$ cat config.mk
export PLATFORM = sky130hd
export DESIGN_NAME = aac_autoneg
export DESIGN_NICKNAME = d
export VERILOG_FILES = /design/src/aac_pkg.sv /design/src/aac_autoneg.sv
export SDC_FILE = /design/constraint.sdc
export NUM_CORES = 1
export LEC_CHECK = 0
export BUFFER_PORTS_ARGS = -buffer_cell sky130_fd_sc_hd__buf_2
export CORE_AREA = 2 2 188 190
export DETAILED_ROUTE_END_ITERATION = 10
export DIE_AREA = 0 0 190 192
export SYNTH_ARGS = -nofsm -noshare
export SYNTH_HDL_FRONTEND = slang
export SYNTH_SLANG_ARGS = --single-unit
$ cat constraint.sdc
create_clock -name clk_i -period 9 [get_ports clk_i]
set_clock_uncertainty 0.15 [all_clocks]
set_input_delay 1.8 -clock clk_i [delete_from_list [all_inputs] [get_ports clk_i]]
set_output_delay 1.8 -clock clk_i [all_outputs]
set_load 0.01 [all_outputs]
$ cat src/aac_pkg.sv
package aac_pkg;

	// register indices on the management port
	localparam logic [4:0] ADDR_BASIC_CONTROL = 5'h00;
	localparam logic [4:0] ADDR_BASIC_STATUS = 5'h01;
	localparam logic [4:0] ADDR_ABILITY_ADV = 5'h04;
	localparam logic [4:0] ADDR_PARTNER_ABILITY = 5'h05;
	localparam logic [4:0] ADDR_NEG_EXPANSION = 5'h06;
	localparam logic [4:0] ADDR_LINK_SUMMARY = 5'h10;
	localparam logic [4:0] ADDR_XCVR_CONTROL = 5'h19;

	// basic_control fields
	localparam int BC_SPEED100 = 13;
	localparam int BC_NEG_EN = 12;
	localparam int BC_RESTART = 9;
	localparam int BC_FULL = 8;

	// basic_status value: fixed ability bits, preamble suppression,
	// negotiation ability, extended capability; live bits merged in
	localparam logic [15:0] BS_FIXED = 16'h7849;
	localparam int BS_NEG_DONE = 5;
	localparam int BS_REMOTE_FAULT = 4;
	localparam int BS_LINK = 2;

	// ability advertisement / partner ability fields
	localparam int ADV_LSB = 5;
	localparam int PAGE_NEXT = 15;
	localparam int PAGE_REMOTE_FAULT = 13;
	localparam logic [4:0] SELECTOR_8023 = 5'h01;
	localparam logic [15:0] PD_WORD_100 = 16'h0081;
	localparam logic [15:0] PD_WORD_10 = 16'h0021;

	// negotiation_expansion fields
	localparam int NE_PD_FAULT = 4;
	localparam int NE_LP_NEXT = 3;
	localparam int NE_PAGE_RX = 1;
	localparam int NE_LP_ABLE = 0;

	// link_state_summary fields
	localparam int LS_NEG_DONE = 4;
	localparam int LS_FULL = 2;
	localparam int LS_SPEED10 = 1;
	localparam int LS_LINK = 0;

	// transceiver_control fields
	localparam int XC_AUTO_XOVER = 15;
	localparam int XC_FORCE_XOVER = 14;

	// timing
	localparam int CLK_KHZ = 250000;
	localparam int BREAK_LINK_MS = 1500;
	localparam int NEG_LIMIT_MS = 3000;
	localparam int XOVER_SLOT_MS = 62;
	localparam int BREAK_LINK_CYC = BREAK_LINK_MS * CLK_KHZ;
	localparam int NEG_LIMIT_CYC = NEG_LIMIT_MS * CLK_KHZ;
	localparam int XOVER_SLOT_CYC = XOVER_SLOT_MS * CLK_KHZ;
	localparam logic [3:0] STRAP_SETTLE = 4'h6;
	localparam logic [7:0] LFSR_SEED = 8'ha5;

	typedef enum logic [2:0] {
		ST_INIT,
		ST_FORCED,
		ST_BREAK,
		ST_ABILITY,
		ST_COMPLETE
	} aac_state_type;

	// management access, one request per cycle
	typedef struct packed {
		logic wr;
		logic rd;
		logic [4:0] addr;
		logic [15:0] wdata;
	} aac_regreq_type;

	// page from the pulse receiver, valid for one cycle
	typedef struct packed {
		logic valid;
		logic [15:0] word;
	} aac_page_type;

	// pin inputs: straps and receiver link indications
	typedef struct packed {
		logic neg_en;
		logic mode_hi;
		logic mode_lo;
		logic auto_xover;
		logic link100;
		logic link10;
	} aac_pins_type;

	// resolved technology
	typedef struct packed {
		logic ok;
		logic speed100;
		logic full;
	} aac_tech_type;

	typedef struct packed {
		aac_state_type st;
		aac_pins_type s1;
		aac_pins_type s2;
		aac_pins_type s3;
		aac_pins_type pin;
		logic [3:0] init_cnt;
		logic [31:0] cnt;
		logic [31:0] xcnt;
		logic [7:0] lfsr;
		logic [15:0] bc;
		logic [3:0] adv;
		logic [15:0] lpar;
		logic auto_xover;
		logic force_xover;
		logic armed;
		logic neg_on_q;
		logic got_page;
		logic pd_fault;
		logic page_rx;
		logic lp_able;
		logic lp_next;
		logic xover_sel;
		logic link_up;
		logic speed100;
		logic full;
		logic flp_en;
		logic tx_halt;
		logic mdix;
		logic [15:0] rdata;
	} aac_regs_type;

endpackage

$ cat src/aac_autoneg.sv
`timescale 1ns/1ps
// Behaviour
// - straps sampled after reset set advertisement ability bits 8:5
// - negotiation strap low: mode straps force speed and duplex
// - negotiation strap high: mode straps choose advertised ability set
// - software may override strap behaviour via basic_control writes
// - while negotiating, advertisement word is sent; any bit mix allowed
// - resolve 100 full, 100 half, 10 full, 10 half in that order
// - speed and duplex bits apply only with negotiation off
// - resolved speed shown in link_state_summary once link is up
// - basic_status: fixed abilities, no T4, done, fault, link, preamble
// - advertisement defaults to all, or to the strap-chosen set when negotiating; clearing bits withholds abilities
// - partner_ability captures pages, or 0081h/0021h after detection
// - expansion flags fault, partner next page, own, page, partner able
// - a lone valid 10 or 100 link from a plain partner is adopted
// - detection sets bit 5 or 7 plus selector; partner-able reads zero
// - parallel detection flags a fault when both links are good at once
// - writing one to restart bit 9 restarts negotiation
// - loss of a negotiated link resumes negotiation
// - renegotiation silences transmit for 1500 ms, then sends bursts
// - negotiation gives up and restarts after about 3 seconds
// - auto crossover by strap or bit 15, random, never in forced mode
// - bit 14 forces crossover regardless of other settings
// - basic_status bit 6 reads one for preamble suppression
module aac_autoneg #(
	parameter int unsigned BREAK_CYCLES = aac_pkg::BREAK_LINK_CYC,
	parameter int unsigned NEG_CYCLES = aac_pkg::NEG_LIMIT_CYC,
	parameter int unsigned XOVER_CYCLES = aac_pkg::XOVER_SLOT_CYC
)
(
	input wire logic clk_i,
	input wire logic rstn_i,
	input wire aac_pkg::aac_pins_type pins_i,
	input wire aac_pkg::aac_regreq_type req_i,
	input wire aac_pkg::aac_page_type page_i,
	output logic [15:0] reg_rdata_o,
	output logic [15:0] adv_word_o,
	output logic flp_en_o,
	output logic tx_halt_o,
	output logic link_up_o,
	output logic speed100_o,
	output logic full_duplex_o,
	output logic mdix_o
);

	// priority resolution over a four bit ability set (100F,100H,10F,10H)
	function automatic aac_pkg::aac_tech_type resolve(input logic [3:0] a);
		aac_pkg::aac_tech_type t;
		t = '{ok: 1'b1, speed100: 1'b1, full: 1'b1};
		if (a[3])
			t = '{ok: 1'b1, speed100: 1'b1, full: 1'b1};
		else if (a[2])
			t = '{ok: 1'b1, speed100: 1'b1, full: 1'b0};
		else if (a[1])
			t = '{ok: 1'b1, speed100: 1'b0, full: 1'b1};
		else if (a[0])
			t = '{ok: 1'b1, speed100: 1'b0, full: 1'b0};
		else
			t = '{ok: 1'b0, speed100: 1'b0, full: 1'b0};
		return t;
	endfunction

	// ability set selected by the mode straps when negotiating
	function automatic logic [3:0] strap_adv(input logic [1:0] m);
		logic [3:0] a;
		a = 4'hf;
		unique case (m)
			2'b00: a = 4'h3;
			2'b01: a = 4'hc;
			2'b10: a = 4'h5;
			2'b11: a = 4'hf;
		endcase
		return a;
	endfunction

	logic [1:0] rst_sync_r;
	logic rst_n;
	aac_pkg::aac_regs_type r_r;
	aac_pkg::aac_regs_type r_nxt;
	aac_pkg::aac_tech_type res;
	logic neg_on;
	logic restart;
	logic link_ok;
	logic bc_wr;
	logic [15:0] bs_word;
	logic [15:0] ne_word;
	logic [15:0] ls_word;
	logic [15:0] adv_word;

	// reset release passes two flops; assertion stays asynchronous
	always_ff @(posedge clk_i or negedge rstn_i)
	begin
		if (!rstn_i)
			rst_sync_r <= 2'b00;
		else
			rst_sync_r <= {rst_sync_r[0], 1'b1};
	end
	assign rst_n = rst_sync_r[1];

	// read views of the live registers
	always_comb
	begin
		adv_word = {7'h00, r_r.adv, aac_pkg::SELECTOR_8023};
		bs_word = aac_pkg::BS_FIXED;
		bs_word[aac_pkg::BS_NEG_DONE] = (r_r.st == aac_pkg::ST_COMPLETE);
		bs_word[aac_pkg::BS_REMOTE_FAULT] =
			r_r.lpar[aac_pkg::PAGE_REMOTE_FAULT] & r_r.got_page;
		bs_word[aac_pkg::BS_LINK] = r_r.link_up;
		ne_word = 16'h0000;
		ne_word[aac_pkg::NE_PD_FAULT] = r_r.pd_fault;
		ne_word[aac_pkg::NE_LP_NEXT] = r_r.lp_next;
		ne_word[aac_pkg::NE_PAGE_RX] = r_r.page_rx;
		ne_word[aac_pkg::NE_LP_ABLE] = r_r.lp_able;
		ls_word = 16'h0000;
		ls_word[aac_pkg::LS_NEG_DONE] = (r_r.st == aac_pkg::ST_COMPLETE);
		ls_word[aac_pkg::LS_FULL] = r_r.link_up & r_r.full;
		ls_word[aac_pkg::LS_SPEED10] = r_r.link_up & ~r_r.speed100;
		ls_word[aac_pkg::LS_LINK] = r_r.link_up;
	end

	// next state of the whole block
	always_comb
	begin
		r_nxt = r_r;
		bc_wr = req_i.wr && (req_i.addr == aac_pkg::ADDR_BASIC_CONTROL);
		res = resolve(r_r.adv & r_r.lpar[8:5]);
		link_ok = r_r.speed100 ? r_r.pin.link100 : r_r.pin.link10;

		// pin inputs: three flops, a change counts once two and three agree
		r_nxt.s1 = pins_i;
		r_nxt.s2 = r_r.s1;
		r_nxt.s3 = r_r.s2;
		if (r_r.s2 == r_r.s3)
			r_nxt.pin = r_r.s3;

		// management writes; the restart bit never stores
		if (bc_wr && r_r.st != aac_pkg::ST_INIT)
		begin
			r_nxt.bc = req_i.wdata;
			r_nxt.bc[aac_pkg::BC_RESTART] = 1'b0;
			if (!req_i.wdata[aac_pkg::BC_NEG_EN])
				r_nxt.armed = 1'b1;
		end
		if (req_i.wr && req_i.addr == aac_pkg::ADDR_ABILITY_ADV)
			r_nxt.adv = req_i.wdata[8:5];
		if (req_i.wr && req_i.addr == aac_pkg::ADDR_XCVR_CONTROL)
		begin
			r_nxt.auto_xover = req_i.wdata[aac_pkg::XC_AUTO_XOVER];
			r_nxt.force_xover = req_i.wdata[aac_pkg::XC_FORCE_XOVER];
		end

		// reads; expansion event flags clear on read, a new event wins
		if (req_i.rd)
		begin
			unique case (req_i.addr)
				aac_pkg::ADDR_BASIC_CONTROL: r_nxt.rdata = r_r.bc;
				aac_pkg::ADDR_BASIC_STATUS: r_nxt.rdata = bs_word;
				aac_pkg::ADDR_ABILITY_ADV: r_nxt.rdata = adv_word;
				aac_pkg::ADDR_PARTNER_ABILITY: r_nxt.rdata = r_r.lpar;
				aac_pkg::ADDR_NEG_EXPANSION: r_nxt.rdata = ne_word;
				aac_pkg::ADDR_LINK_SUMMARY: r_nxt.rdata = ls_word;
				aac_pkg::ADDR_XCVR_CONTROL: r_nxt.rdata =
					{r_r.auto_xover, r_r.force_xover, 14'h0000};
				default: r_nxt.rdata = 16'h0000;
			endcase
			if (req_i.addr == aac_pkg::ADDR_NEG_EXPANSION)
			begin
				r_nxt.pd_fault = 1'b0;
				r_nxt.page_rx = 1'b0;
			end
		end

		// an enable only counts once armed after forced straps
		neg_on = r_nxt.bc[aac_pkg::BC_NEG_EN] & r_nxt.armed;
		r_nxt.neg_on_q = neg_on;
		restart = (neg_on && !r_r.neg_on_q) ||
			(bc_wr && req_i.wdata[aac_pkg::BC_RESTART] && neg_on);

		r_nxt.cnt = r_r.cnt + 32'h1;
		unique case (r_r.st)
			aac_pkg::ST_INIT:
			begin
				// hold until synchronised straps settle, then latch them
				r_nxt.init_cnt = r_r.init_cnt + 4'h1;
				if (r_r.init_cnt == aac_pkg::STRAP_SETTLE)
				begin
					r_nxt.bc = 16'h0000;
					r_nxt.bc[aac_pkg::BC_NEG_EN] = r_r.pin.neg_en;
					r_nxt.bc[aac_pkg::BC_SPEED100] = r_r.pin.mode_hi;
					r_nxt.bc[aac_pkg::BC_FULL] = r_r.pin.mode_lo;
					r_nxt.adv = r_r.pin.neg_en ?
						strap_adv({r_r.pin.mode_hi, r_r.pin.mode_lo}) :
						4'hf;
					r_nxt.armed = r_r.pin.neg_en;
					r_nxt.neg_on_q = r_r.pin.neg_en; // no break at power-up
					r_nxt.auto_xover = r_r.pin.auto_xover;
					r_nxt.cnt = 32'h0;
					r_nxt.st = r_r.pin.neg_en ? aac_pkg::ST_ABILITY :
						aac_pkg::ST_FORCED;
				end
			end
			aac_pkg::ST_FORCED:
			begin
				// operating mode straight from the control bits
				r_nxt.speed100 = r_r.bc[aac_pkg::BC_SPEED100];
				r_nxt.full = r_r.bc[aac_pkg::BC_FULL];
				r_nxt.link_up = link_ok;
			end
			aac_pkg::ST_BREAK:
			begin
				// silence so the partner drops its link too
				if (r_r.cnt >= 32'(BREAK_CYCLES - 1))
				begin
					r_nxt.cnt = 32'h0;
					r_nxt.st = aac_pkg::ST_ABILITY;
				end
			end
			aac_pkg::ST_ABILITY:
			begin
				if (page_i.valid)
				begin
					r_nxt.lpar = page_i.word;
					r_nxt.got_page = 1'b1;
					r_nxt.lp_able = 1'b1;
					r_nxt.page_rx = 1'b1;
					r_nxt.lp_next = page_i.word[aac_pkg::PAGE_NEXT];
				end
				if (r_r.got_page)
				begin
					// negotiated: wait for the chosen receiver to see link
					if (res.ok && (res.speed100 ? r_r.pin.link100 :
						r_r.pin.link10))
					begin
						r_nxt.speed100 = res.speed100;
						r_nxt.full = res.full;
						r_nxt.st = aac_pkg::ST_COMPLETE;
					end
				end
				else if (r_r.pin.link10 && r_r.pin.link100)
					r_nxt.pd_fault = 1'b1;
				else if (r_r.pin.link10 ^ r_r.pin.link100)
				begin
					// plain partner: adopt the one valid link, half duplex
					r_nxt.lpar = r_r.pin.link100 ? aac_pkg::PD_WORD_100 :
						aac_pkg::PD_WORD_10;
					r_nxt.lp_able = 1'b0;
					r_nxt.speed100 = r_r.pin.link100;
					r_nxt.full = 1'b0;
					r_nxt.st = aac_pkg::ST_COMPLETE;
				end
				// a hung exchange restarts rather than waiting forever
				if (r_r.cnt >= 32'(NEG_CYCLES - 1) &&
					r_nxt.st == aac_pkg::ST_ABILITY)
				begin
					r_nxt.cnt = 32'h0;
					r_nxt.got_page = 1'b0;
					r_nxt.st = aac_pkg::ST_BREAK;
				end
			end
			aac_pkg::ST_COMPLETE:
			begin
				r_nxt.link_up = link_ok;
				if (!link_ok)
				begin
					r_nxt.cnt = 32'h0;
					r_nxt.got_page = 1'b0;
					r_nxt.st = aac_pkg::ST_BREAK;
				end
			end
			default: r_nxt.st = aac_pkg::ST_INIT;
		endcase

		// control changes override the sequence above
		if (r_r.st != aac_pkg::ST_INIT)
		begin
			if (!neg_on)
				r_nxt.st = aac_pkg::ST_FORCED;
			else if (restart)
			begin
				r_nxt.cnt = 32'h0;
				r_nxt.got_page = 1'b0;
				r_nxt.st = aac_pkg::ST_BREAK;
			end
		end
		if (r_nxt.st != aac_pkg::ST_COMPLETE &&
			r_nxt.st != aac_pkg::ST_FORCED)
			r_nxt.link_up = 1'b0;

		// crossover hunt: random flips per slot while seeking a link
		r_nxt.xcnt = r_r.xcnt + 32'h1;
		if (r_r.xcnt >= 32'(XOVER_CYCLES - 1))
		begin
			r_nxt.xcnt = 32'h0;
			r_nxt.lfsr = {r_r.lfsr[6:0],
				r_r.lfsr[7] ^ r_r.lfsr[5] ^ r_r.lfsr[4] ^ r_r.lfsr[3]};
			if ((r_r.st == aac_pkg::ST_ABILITY ||
				r_r.st == aac_pkg::ST_BREAK) && r_r.lfsr[0])
				r_nxt.xover_sel = ~r_r.xover_sel;
		end
		// never automatic in forced operation; bit 14 always wins
		if (!r_r.auto_xover || r_r.st == aac_pkg::ST_FORCED)
			r_nxt.xover_sel = 1'b0;
		r_nxt.mdix = r_nxt.force_xover | r_nxt.xover_sel;

		r_nxt.flp_en = (r_nxt.st == aac_pkg::ST_ABILITY);
		r_nxt.tx_halt = (r_nxt.st == aac_pkg::ST_BREAK);
	end

	// single register for all block state except the reset synchroniser
	always_ff @(posedge clk_i or negedge rst_n)
	begin
		if (!rst_n)
		begin
			r_r <= '0;
			r_r.st <= aac_pkg::ST_INIT;
			r_r.lfsr <= aac_pkg::LFSR_SEED;
			r_r.adv <= 4'hf;
		end
		else
			r_r <= r_nxt;
	end

	assign reg_rdata_o = r_r.rdata;
	assign adv_word_o = {7'h00, r_r.adv, aac_pkg::SELECTOR_8023};
	assign flp_en_o = r_r.flp_en;
	assign tx_halt_o = r_r.tx_halt;
	assign link_up_o = r_r.link_up;
	assign speed100_o = r_r.speed100;
	assign full_duplex_o = r_r.full;
	assign mdix_o = r_r.mdix;

endmodule

## Word level (Yosys, flattened, before mapping)

Index checks and enable logic that the tools add are counted.

- Flip-flop bits (word level): 173
- Bits of input ports: 48
- Output and inout port bits: 38
- Logic and storage cells: 191

- Add/subtract/negate cells: 3
- $lt $le $gt $ge: 3
- Equal/unequal tests: 23
- Mux-type cells: 74
- Bitwise logic cells: 12
- Reductions and logical operators: 26

Operators with widths:

| kind | number |
|---|---|
| 2-to-1 mux 32 bit | 7 |
| case mux 32 bit (4 select lines) | 1 |
| case mux 16 bit (7 select lines) | 1 |
| 2-to-1 mux 16 bit | 5 |
| adder 32 x 1 -> 32 bit (second input constant) | 2 |
| 2-to-1 mux 3 bit | 17 |
| 2-to-1 mux 20 bit | 2 |
| 2-to-1 mux 40 bit | 1 |
| greater-or-equal comparator 32 x 24 -> 1 bit (second input constant) | 1 |
| greater-or-equal comparator 32 x 29 -> 1 bit (second input constant) | 1 |
| greater-or-equal comparator 32 x 30 -> 1 bit (second input constant) | 1 |
| 2-to-1 mux 1 bit | 22 |
| 2-to-1 mux 2 bit | 10 |
| case mux 4 bit (4 select lines) | 1 |
| equality test 3 x 2 -> 1 bit (second input constant) | 5 |
| equality test 5 x 3 -> 1 bit (second input constant) | 3 |
| case mux 3 bit (5 select lines) | 1 |
| logical AND 1 bit | 12 |
| 2-to-1 mux 4 bit | 3 |
| inequality test 3 bit (second input constant) | 4 |
| equality test 5 bit (second input constant) | 2 |
| 2-to-1 mux 8 bit | 1 |
| equality test 6 bit | 1 |
| equality test 5 x 1 -> 1 bit (second input constant) | 1 |
| 24 further kinds | 36 |

## Logic depth before layout (Yosys ltp)

Gate-level depths: netlist of run 1.

- Depth in word-level cells: 20
- Gate-level depth with buffers: 8
- Mapped depth without buffers: 8

## Least setup slack after synthesis of run 1

Ideal clock, no wire load.

- Path kind: input-to-reg
- Start point: in req_i[17] in the netlist's numbering
- End point: reg r_r[112] in the netlist's numbering
- Library setup time: 121 ps
- Arrival: 3244 ps
- Required time: 8729 ps
- Setup slack: 5485 ps
- Stages on the path: 8
- Path buffers: 3
- Cells stage by stage: clkbuf_1 > or3b_1 > nor4b_1 > o211ai_1 > clkbuf_1 > clkbuf_1 > nand2_1 > nor2_1

RTL lines:

| element | RTL line | source |
|---|---|---|
| from (decl) | aac_autoneg.sv:34 | `input wire aac_pkg::aac_regreq_type req_i,` |
| to (signal assigned) | aac_autoneg.sv:320 | `r_r <= r_nxt;` |
| to (decl) | aac_autoneg.sv:78 | `aac_pkg::aac_regs_type r_r;` |

==> flow_summary.yaml, run 1 <==
sta:
  timing_worst_slew_pin_value_ps: 1200
  setup-violations-final: 0
  rsz0062_at_grt: "no"
  timing.hold.ws_ps: 149
  worst_slew_margin_rel_pct: 19.7
  finalCritPeriodShare_pct: 38.2
  timing.setup.tns_ps: 0
  timing_hold_violations_final: 0
  final-max-slew-violation-count: 0
  period_minus_slack_ps: 3430
  clock.fmax_mhz: 291
route:
  drc: 0
  average_routed_wire_per_standard_cell_um: 14.5
  residual_antenna_violating_net_count_after_detailed_routing: 0
  drt-vias-per-instance: 4.58
  number_of_search_and_repair_iterations_in_the_first_detailed_routing_pass: 5
  routed_wl_um: 20200
  drt-initial-drc-count: 503
  dr_total_vias: 6386
worst_setup_path:
  reg2reg_slack_ps: 5690
  arrival_ps: 3640
  start_kind: "input pin"
  worst-setup-path-type: "in2reg"
  rr_worst_depth: 6
  regToRegStartpoint: "r_r[145]"
  rr_endpoint: "r_r[139]"
  crit_path_end_kind: "flip-flop"
  critical_path_required_ps: 9200
  timing.critical_path.fanout_max: 6
die:
  floorplan.die_area_sq_mm: 0.0365
  num_io_pins: 86
  floorplan.die.width_um: 190
  effective_utilization_at_floorplan_pct: 24.7
  row_count: 68
  die_h_um: 192
  core_sq_mm: 0.0343
place:
  port_buffers: 73
  place.gp.congestion: 0.811
  post-dp-hpwl_um: 14300
flow_run:
  cap_violations: 0
clocking:
  cts_tree: "done"
  cts.clk_slew.worst_paths_ps: 70
  clock_tree.root_cell: "clkbuf_16"
  worst_skew_pair.late_latency_ps: 420
  maximum_clock_path_buffer_count: 2
  post_cts_resized: 0
  cts_htree_levels: 4
  ctsHoldBuffers: 0
  cts_inserted_buffers: 17
  cts_post_setup_buffers_inserted: 0
  cts.sinks: 173
global_route:
  global_route_wire_length_before_repair_um: 33000
  grt_pass1_vias: 6167
  number_of_antenna_violations_at_the_first_check_in_global_routing: 2
  grt_max_degree: 68
  grt_remaining_overflow: 0
  groute.usage.overall_pct: 11.3
synthesis:
  synthesis.area_sq_mm: 0.00848
  post_synthesis_share_of_cell_area_spent_on_and_or_nand_and_nor_gates_pct: 20.8
  yosys-mux-area-fraction_pct: 2.42
  synth_fa_ha_area_share_pct: 1.33
  synthesized_area_fraction_occupied_by_ao_oa_aoi_and_oai_cells_pct: 11.2
  ys_async_sr_fraction_pct: 100
  synth_edf_count: 0
  warnings_from_yosys: 0
  synth_top_family_by_area: "simple AND/OR/NAND/NOR gates"
  synth_cell_types: 68
  synth-seq-cells: 173
  synth_top_flop_cell: "dfrtp_1"
  yosysSeqAreaShare_pct: 51.2
  post_synth_xor_area_fraction_pct: 6.61
  synth.avg_cell_area_sq_um: 9.60
  post_synth_inst_count: 883
pwr:
  cellPowerDensity_mw_per_mm2: 230
  worst_ir_drop_vdd_mv: 0.138
  power_leakage_nw: 4.22
finish:
  area.growth.synth_to_final_pct: 14.4
  number_of_nets_in_the_layout: 983
  final_layout_size_suffix_gt1_share_pct: 15.2
  fillers: 3588
status:
  outcome: "completed"
hold_path:
  min-delay-path-class: "reg2async"
==> critical path, stage by stage <==
cell and delay (ps):
buf_2 130, or3_1 500, o211a_1 280, o311ai_0 400, a31oi_1 100, a21oi_1 260, and2_1 170
==> worst max path at each step <==
stage / from / end / slack, ps
CTS: req_i[20] / flp_en_o / 5600
finish: req_i[20] / flp_en_o / 5570
global route: req_i[20] / flp_en_o / 5450
floorplan: rst_sync_r[1] / flp_en_o / 3690
detailed placement: req_i[20] / flp_en_o / 5150
global placement: req_i[20] / flp_en_o / 5150
==> power by group <==
part	leakage [nW]	switching, W	internal (W)	total [W]
combinational	1.71	0.000267	0.000189	0.000456
clock	0.277	0.000332	0.000373	0.000705
sequential	2.23	0.000140	0.000928	0.00107
total	4.22	0.000738	0.00149	0.00223
==> synth_stat cells (11+ instances only) <==
master    count  share of area [%]
mux2_2       12                1.6
and3_1       16                1.2
dfrtp_1     165                 49
buf_4        32                2.8
nand2_1     133                5.9
o22ai_1      16                1.2
xor2_1       25                2.6
nor3_1       21                1.2
o21ai_0      16               0.94
a21oi_1      56                3.3
clkbuf_1     34                1.5
xnor2_1      39                4.0
nor4_1       11               0.81
nand4_1      18                1.3
inv_1        31                1.4
nand3_1      30                1.8
nor2_1       82                3.6
==> routing by layer <==
metal / up-vias / wire length, um / global-route usage, %
li1: 3101 / - / -
met1: 3101 / 9330 / 15.3
met2: 163 / 9570 / 17.9
met3: 21 / 992 / 2.61
met4: 0 / 303 / 3.88
met5: - / 0 / 0
==> sequential cells by signal, indices dropped and copies added, names as in the netlist <==
register	count
link_up_o	1
ne_word	4
adv_word_o	4
r_nxt	12
tx_halt_o	1
mdix_o	1
r_r	129
flp_en_o	1
full_duplex_o	1
rst_sync_r	2
reg_rdata_o	16
speed100_o	1
==> cell families (layout without fill, tap and decap cells) <==
| logic type | after synthesis | in the layout |
|---|---|---|
| XOR/XNOR | 64 | 64 |
| adder cells (fa/ha/maj) | 9 | 9 |
| other | 2 | 22 |
| AO/OA/AOI/OAI | 145 | 145 |
| multiplexers | 19 | 19 |
| buffers and inverters | 107 | 144 |
| AND/OR/NAND/NOR | 364 | 364 |
| flip-flops | 173 | 173 |
==> cell usage in the layout, fill, tap and decap left out, types with 17 or more instances in the layout <==
master	synthesis	final
dfrtp_1	165	164
nand2_1	133	133
nor2_1	82	82
buf_2	7	73
a21oi_1	56	56
xnor2_1	39	39
inv_1	31	31
nand3_1	30	30
xor2_1	25	25
conb_1	2	21
nor3_1	21	20
nand4_1	18	18
clkbuf_16	0	17
==> metrics by stage <==
| step | instance area (sq um) | util [%] | setup WS (ps) | total power (W) | std cells |
|---|---|---|---|---|---|
| detailed placement | 9140 | 26.6 | 5150 | 0.00154 | 1362 |
| floorplan | 8550 | - | 3690 | 0.00139 | 902 |
| global route | 9700 | 28.3 | 5450 | 0.00237 | 1394 |
| CTS | 9700 | 28.3 | 5600 | 0.00225 | 1394 |
| finish | 9700 | 28.3 | 5570 | 0.00223 | 1395 |
| global placement | 9140 | 26.6 | 5150 | 0.00152 | 1362 |
==> area by class of cell <==
cell class                 count  area, sq um  area share [%]
clock inverter                13          119            1.23
sequential                   173         4340            44.8
antenna                        1         2.50          0.0258
multi-input combinational    622         3680            38.0
tap                          455          569            5.87
clock buffer                  19          443            4.57
timing repair buffer          81          425            4.39
inverter                      31          116            1.20
(Power assumes the default switching activity.)
==> inputs of run 2 (changes only) <==
clock period = 3.5 ns   (was 9 ns; I/O delays follow)
==> flow_summary.yaml, run 2 (same netlist as run 1, synthesis figures left out) <==
status:
  outcome: "completed"
worst_setup_path:
  timing.critical_path.fanout_max: 32
  crit_path_end_kind: "flip-flop"
  worst_path_cell_chain: "ha_1 > nor3b_1 > a311oi_2 > buf_4 > o21ai_2 > a211oi_4 > buf_4 > and3b_1"
  worst-setup-path-type: "reg2reg"
  cpMostUsedCell: "buf_4"
  arrival_ps: 2780
  critPathBufInv: 2
  cp_slowest_stage_delay_ps: 530
  critPathSlowestCell: "dfrtp_1"
  timing.critical_path.max_delay_family: "compound AO/OA/AOI/OAI gates"
  start_kind: "flip-flop"
  critical_path_required_ps: 3680
clocking:
  ctsHoldBuffers: 1
  cts.sinks: 173
  cts_htree_levels: 4
  cts_post_setup_buffers_inserted: 0
  post_cts_resized: 0
  cts.clk_slew.worst_paths_ps: 80
  maximum_clock_path_buffer_count: 2
  clock_tree.root_cell: "clkbuf_16"
  worst_skew_pair.late_latency_ps: 440
  cts_inserted_buffers: 17
  cts_tree: "done"
place:
  post-dp-hpwl_um: 14600
  port_buffers: 73
  place.gp.congestion: 0.825
sta:
  timing.hold.ws_ps: 197
  timing.setup.tns_ps: 0
  clock.fmax_mhz: 384
  rsz0062_at_grt: "no"
  timing_hold_violations_final: 0
  setup-violations-final: 0
  period_minus_slack_ps: 2610
  worst_slew_margin_rel_pct: 18.8
  timing_worst_slew_pin_value_ps: 1210
  finalCritPeriodShare_pct: 74.4
  final-max-slew-violation-count: 0
finish:
  mostFrequentLayoutCells: "dfrtp_1 (164), nand2_1 (133), nor2_1 (82)"
  fillers: 3593
  final_layout_size_suffix_gt1_share_pct: 15.9
  multi_input_area_sq_mm: 0.00368
  final_common_cell: "dfrtp_1"
  number_of_nets_in_the_layout: 990
  sequential_cell_area_sq_mm: 0.00434
  area.growth.synth_to_final_pct: 16.0
  largest_register: "r_r"
  largest_register_ff_count: 129
global_route:
  number_of_antenna_violations_at_the_first_check_in_global_routing: 1
  groute.usage.overall_pct: 11.6
  grt_max_degree: 63
  grt_remaining_overflow: 0
  global_route_wire_length_before_repair_um: 33400
  grt_pass1_vias: 6346
pwr:
  clock_power_share_pct: 33.2
  worst_ir_drop_vdd_mv: 0.391
  comb_power_share_pct: 20.4
  pwr-share-seq_pct: 46.4
  net-switching-power_w: 0.00199
  internal_power_w: 0.00394
  power.share.switching_pct: 33.6
  power_leakage_nw: 4.29
  cellPowerDensity_mw_per_mm2: 603
die:
  core_sq_mm: 0.0343
  die_h_um: 192
  effective_utilization_at_floorplan_pct: 24.7
  floorplan.die.width_um: 190
  num_io_pins: 86
  floorplan.die_area_sq_mm: 0.0365
  row_count: 68
flow_run:
  cap_violations: 0
route:
  average_routed_wire_per_standard_cell_um: 14.6
  dr_total_vias: 6415
  drc: 0
  residual_antenna_violating_net_count_after_detailed_routing: 0
  routed_wl_um: 20400
  drt-initial-drc-count: 549
  drt-vias-per-instance: 4.58
  number_of_search_and_repair_iterations_in_the_first_detailed_routing_pass: 5
hold_path:
  min-delay-path-class: "reg2reg"
-- run 2: changes by cell type in the layout (fill, tap and decap cells not counted) --
cell / before / now
clkinvlp_4: 1 / 0
inv_6: 5 / 2
buf_12: 0 / 2
inv_8: 4 / 5
inv_12: 0 / 1
clkinv_8: 0 / 3
clkbuf_8: 1 / 0
dlygate4sd3_1: 0 / 1
clkbuf_1: 1 / 0
buf_4: 8 / 12
bufinv_16: 0 / 1
-- run 2: layer usage --
metal | wire length (um) | global-route usage (%) | part of all wire, % | vias up
met5 | 0 | 0 | 0 | -
met4 | 248 | 3.43 | 1.2 | 0
met3 | 941 | 2.94 | 4.6 | 19
met2 | 9560 | 18.5 | 47 | 131
met1 | 9670 | 15.4 | 47 | 3163
li1 | - | - | - | 3102
-- run 2: layout make-up --
| class | count | share of cell area (%) |
|---|---|---|
| Antenna cell | 1 | 0.0254 |
| Clock buffer | 17 | 4.33 |
| Inverter | 31 | 1.18 |
| Clock inverter | 15 | 1.95 |
| Timing Repair Buffer | 88 | 5.14 |
| Tap cell | 455 | 5.79 |
| Sequential cell | 173 | 44.2 |
| Multi-Input combinational cell | 622 | 37.4 |
-- run 2: path summary, 6_finish.rpt --
check,startpoint,endpoint,slack [ps],cells after the start
worst max-delay path,r_r[145],r_r[136],890,8
max in group asynchronous,rst_sync_r[1],r_r[73],2100,1
worst max register to register,r_r[145],r_r[136],890,8
worst min-delay path,r_nxt[156],r_nxt[150],200,0
min in group asynchronous,rst_sync_r[1],r_r[102],250,0
worst min register to register,r_nxt[156],r_nxt[150],200,0
-- run 2: through the flow --
| step | power [W] | setup slack, ps | cells | utilization, % | area (sq um) |
|---|---|---|---|---|---|
| floorplan | 0.00358 | 499 | 902 | - | 8550 |
| global placement | 0.00396 | 750 | 1368 | 26.9 | 9210 |
| global route | 0.00629 | 728 | 1401 | 28.7 | 9830 |
| finish | 0.00593 | 895 | 1402 | 28.7 | 9840 |
| CTS | 0.00598 | 884 | 1401 | 28.7 | 9830 |
| detailed placement | 0.00399 | 767 | 1368 | 26.9 | 9210 |
-- run 2: power by group through the flow --
stage | Combinational, W | Sequential [W] | Clock (W)
CTS | 0.00122 | 0.00274 | 0.00202
global route | 0.00137 | 0.00280 | 0.00211
global placement | 0.00119 | 0.00277 | 0
floorplan | 0.000922 | 0.00266 | 0
detailed placement | 0.00121 | 0.00278 | 0
finish | 0.00121 | 0.00275 | 0.00197
-- run 2: worst reg2reg max path, delay by kind of cell (launching register included) --
kind / cells / cell delay (ps)
buffers and inverters: 2 / 540
DFF: 1 / 530
and+or+nand+nor: 2 / 440
AOI/OAI and AO/OA: 3 / 550
adders and majority gates: 1 / 290
==> inputs of run 3 (changes only) <==
ABC_AREA = 1   (was not set)
CORE_AREA = 2 2 192 194   (was 2 2 188 190)
DIE_AREA = 0 0 194 196   (was 0 0 190 192)
clock period = 2.3 ns   (was 3.5 ns; I/O delays follow)
==> flow_summary.yaml, run 3 <==
pwr:
  power.share.switching_pct: 33.8
  net-switching-power_w: 0.00303
  cellPowerDensity_mw_per_mm2: 836
  clock_power_share_pct: 32.4
  worst_ir_drop_vdd_mv: 0.387
  comb_power_share_pct: 22.3
  internal_power_w: 0.00593
  power_leakage_nw: 5.19
  pwr-share-seq_pct: 45.3
  total_power_w: 0.00897
worst_setup_path:
  critical_path_required_ps: 2490
  rr_endpoint: "r_r[123]"
  critPathSlowestCell: "dfrtp_1"
  arrival_ps: 2380
  start_kind: "flip-flop"
  rr_worst_depth: 16
  timing.critical_path.fanout_max: 8
  cp_slowest_stage_delay_ps: 430
  regToRegStartpoint: "r_r[108]"
  critPathBufInv: 4
  worst-setup-path-type: "reg2reg"
  cpMostUsedCell: "nand2_2"
  crit_path_end_kind: "flip-flop"
  reg2reg_slack_ps: 110
  timing.critical_path.max_delay_family: "simple AND/OR/NAND/NOR gates"
  crit_cells: 16
  worst_path_cell_chain: "ha_4 > nand3_4 > inv_2 > nand2_2 > nand2_1 > nand2_1 > nand2_2 > nand2_2 > nand2_2 > nand2_2 > nand2_2 > nand4_1 > buf_6 > clkbuf_16 > nand3_1 > inv_2"
finish:
  stdcell_area_sq_mm: 0.0107
  mostFrequentLayoutCells: "nand2_1 (216), dfrtp_1 (161), inv_1 (150)"
  largest_register_ff_count: 129
  final_common_cell: "nand2_1"
  multi_input_area_sq_mm: 0.00368
  largest_register: "r_r"
  fillers: 3899
  final_layout_size_suffix_gt1_share_pct: 18.0
  sequential_cell_area_sq_mm: 0.00435
  number_of_nets_in_the_layout: 1264
  antenna-diode-count: 0
  area.growth.synth_to_final_pct: 20.9
route:
  drc: 0
  residual_antenna_violating_net_count_after_detailed_routing: 0
  drt-initial-drc-count: 503
  average_routed_wire_per_standard_cell_um: 13.0
  number_of_search_and_repair_iterations_in_the_first_detailed_routing_pass: 5
  routed_wl_um: 22000
  dr_total_vias: 7400
  drt-vias-per-instance: 4.38
sta:
  timing_worst_slew_pin_value_ps: 575
  finalCritPeriodShare_pct: 95.2
  setup-violations-final: 0
  final-max-slew-violation-count: 0
  period_minus_slack_ps: 2190
  timing.hold.ws_ps: 107
  clock.fmax_mhz: 456
  timing_hold_violations_final: 0
  worst_slew_margin_rel_pct: 61.7
die:
  core_sq_mm: 0.0361
  row_count: 70
  effective_utilization_at_floorplan_pct: 24.6
  num_io_pins: 86
  floorplan.die_area_sq_mm: 0.0380
  die_h_um: 196
  floorplan.die.width_um: 194
clocking:
  maximum_clock_path_buffer_count: 2
  cts_tree: "done"
  worst_skew_pair.late_latency_ps: 440
  cts.sinks: 173
  cts_inserted_buffers: 17
  cts.clk_slew.worst_paths_ps: 80
  cts_htree_levels: 4
  clock_tree.root_cell: "clkbuf_16"
synthesis:
  synth_top_family_by_area: "simple AND/OR/NAND/NOR gates"
  yosys-mux-area-fraction_pct: 0.367
  ys_async_sr_fraction_pct: 100
  post_synth_xor_area_fraction_pct: 3.36
  post_synthesis_share_of_cell_area_spent_on_and_or_nand_and_nor_gates_pct: 24.8
  synth.avg_cell_area_sq_um: 8.05
  synth-seq-cells: 173
  synthesis.area_sq_mm: 0.00887
  synth_top_flop_cell: "dfrtp_1"
  synth_edf_count: 0
  warnings_from_yosys: 0
  synthTopCellsByCount: "nand2_1 (222), dfrtp_1 (165), inv_1 (151), nor2_1 (131), o21ai_0 (73)"
  yosysSeqAreaShare_pct: 48.9
  post_synth_inst_count: 1101
  synth_fa_ha_area_share_pct: 1.27
  synth.most_common_cell: "nand2_1"
  post_synth_main_area_contributors: "dfrtp_1 (47%), nand2_1 (9.4%), inv_1 (6.4%), nor2_1 (5.5%), o21ai_0 (4.1%)"
  synth_top_cell_area_share_pct: 46.6
  synth_top_area_cell: "dfrtp_1"
  synth_cell_types: 53
  synthesized_area_fraction_occupied_by_ao_oa_aoi_and_oai_cells_pct: 10.0
place:
  post-dp-hpwl_um: 16200
  place.gp.congestion: 0.855
  port_buffers: 73
  placedInstanceArea_sq_mm: 0.00983
global_route:
  grt_remaining_overflow: 0
  number_of_antenna_violations_at_the_first_check_in_global_routing: 2
  groute.usage.overall_pct: 11.4
  grt_max_degree: 47
  global_route_wire_length_before_repair_um: 35200
  grt_pass1_vias: 7070
status:
  outcome: "completed"
flow_run:
  cap_violations: 0
hold_path:
  min-delay-path-class: "reg2async"
==> run 3: cell types whose count changed after synthesis, moves of 15 or more <==
cell	previous run	this run
inv_1	31	151
nor2_1	82	131
nand3_1	30	56
clkbuf_1	34	14
nand2_1	133	222
inv_2	0	15
xnor2_1	39	14
and3_1	16	1
o21ai_0	16	73
==> run 3: worst max-delay path by stage <==
stage,from,end,slack (ps)
floorplan,r_r[76],r_r[96],350
global placement,req_i[19],link_up_o,180
detailed placement,req_i[19],link_up_o,110
CTS,r_r[108],r_r[132],130
global route,r_r[108],r_r[123],-50
finish,r_r[108],r_r[123],110
==> run 3: repair_timing <==
item | 4_1_cts | 5_1_grt
setup endpoints to repair | 0 | 33
hold buffers | 7 | 0
buffers inserted | 0 | 8
gates resized for setup | 0 | 24
endpoints found under the hold margin | 8 | 0
==> run 3: worst register-to-register path, cell delays in order, from the launching register on <==
cell and delay, ps:
dfrtp_1 430, ha_4 180, nand3_4 90, inv_2 90, nand2_2 60, nand2_1 60
nand2_1 60, nand2_2 70, nand2_2 60, nand2_2 80, nand2_2 50, nand2_2 80
nand4_1 180, buf_6 200, clkbuf_16 160, nand3_1 80, inv_2 30
==> run 3: cells by family (layout without fill, tap and decap cells) <==
kind of cell / count (synthesis) / after routing
mux: 3 / 3
compound gates: 159 / 159
xor+xnor: 34 / 34
flops: 173 / 173
fa+ha+maj: 9 / 9
buf+inv: 224 / 324
other cells: 2 / 21
simple gates: 497 / 497
==> run 3: power by group through the flow <==
stage                     logic, W  clock network, W  registers (W)
final                      0.00200           0.00291        0.00406
after global routing       0.00226           0.00311        0.00412
after CTS                  0.00183           0.00299        0.00404
after detailed placement   0.00181                 0        0.00409
after global placement     0.00178                 0        0.00408
after floorplan            0.00131                 0        0.00400
==> run 3: stage by stage <==
stage | setup slack [ps] | utilization, % | std cells | TNS, ps
floorplan | 353 | - | 1120 | 0
global placement | 175 | 27.3 | 1638 | 0
CTS | 129 | 29.2 | 1677 | 0
detailed placement | 112 | 27.3 | 1638 | 0
global route | -51.5 | 29.7 | 1688 | -744
finish | 109 | 29.7 | 1688 | 0
==> run 3: area by class of cell <==
cell class / instances / area share [%]
sequential: 173 / 40.5
timing repair buffer: 124 / 8.00
multi-input combinational: 723 / 34.4
tap: 468 / 5.46
clock inverter: 15 / 1.80
inverter: 168 / 5.88
clock buffer: 17 / 3.97
==> run 3: per-layer routing <==
metal | track usage, % | routed length (um) | vias up | part of all wire (%)
li1 | - | - | 3693 | -
met1 | 15.6 | 10400 | 3509 | 47
met2 | 17.7 | 10000 | 150 | 46
met3 | 2.48 | 971 | 44 | 4.4
met4 | 4.38 | 557 | 4 | 2.5
met5 | 0 | 28 | - | 0.13
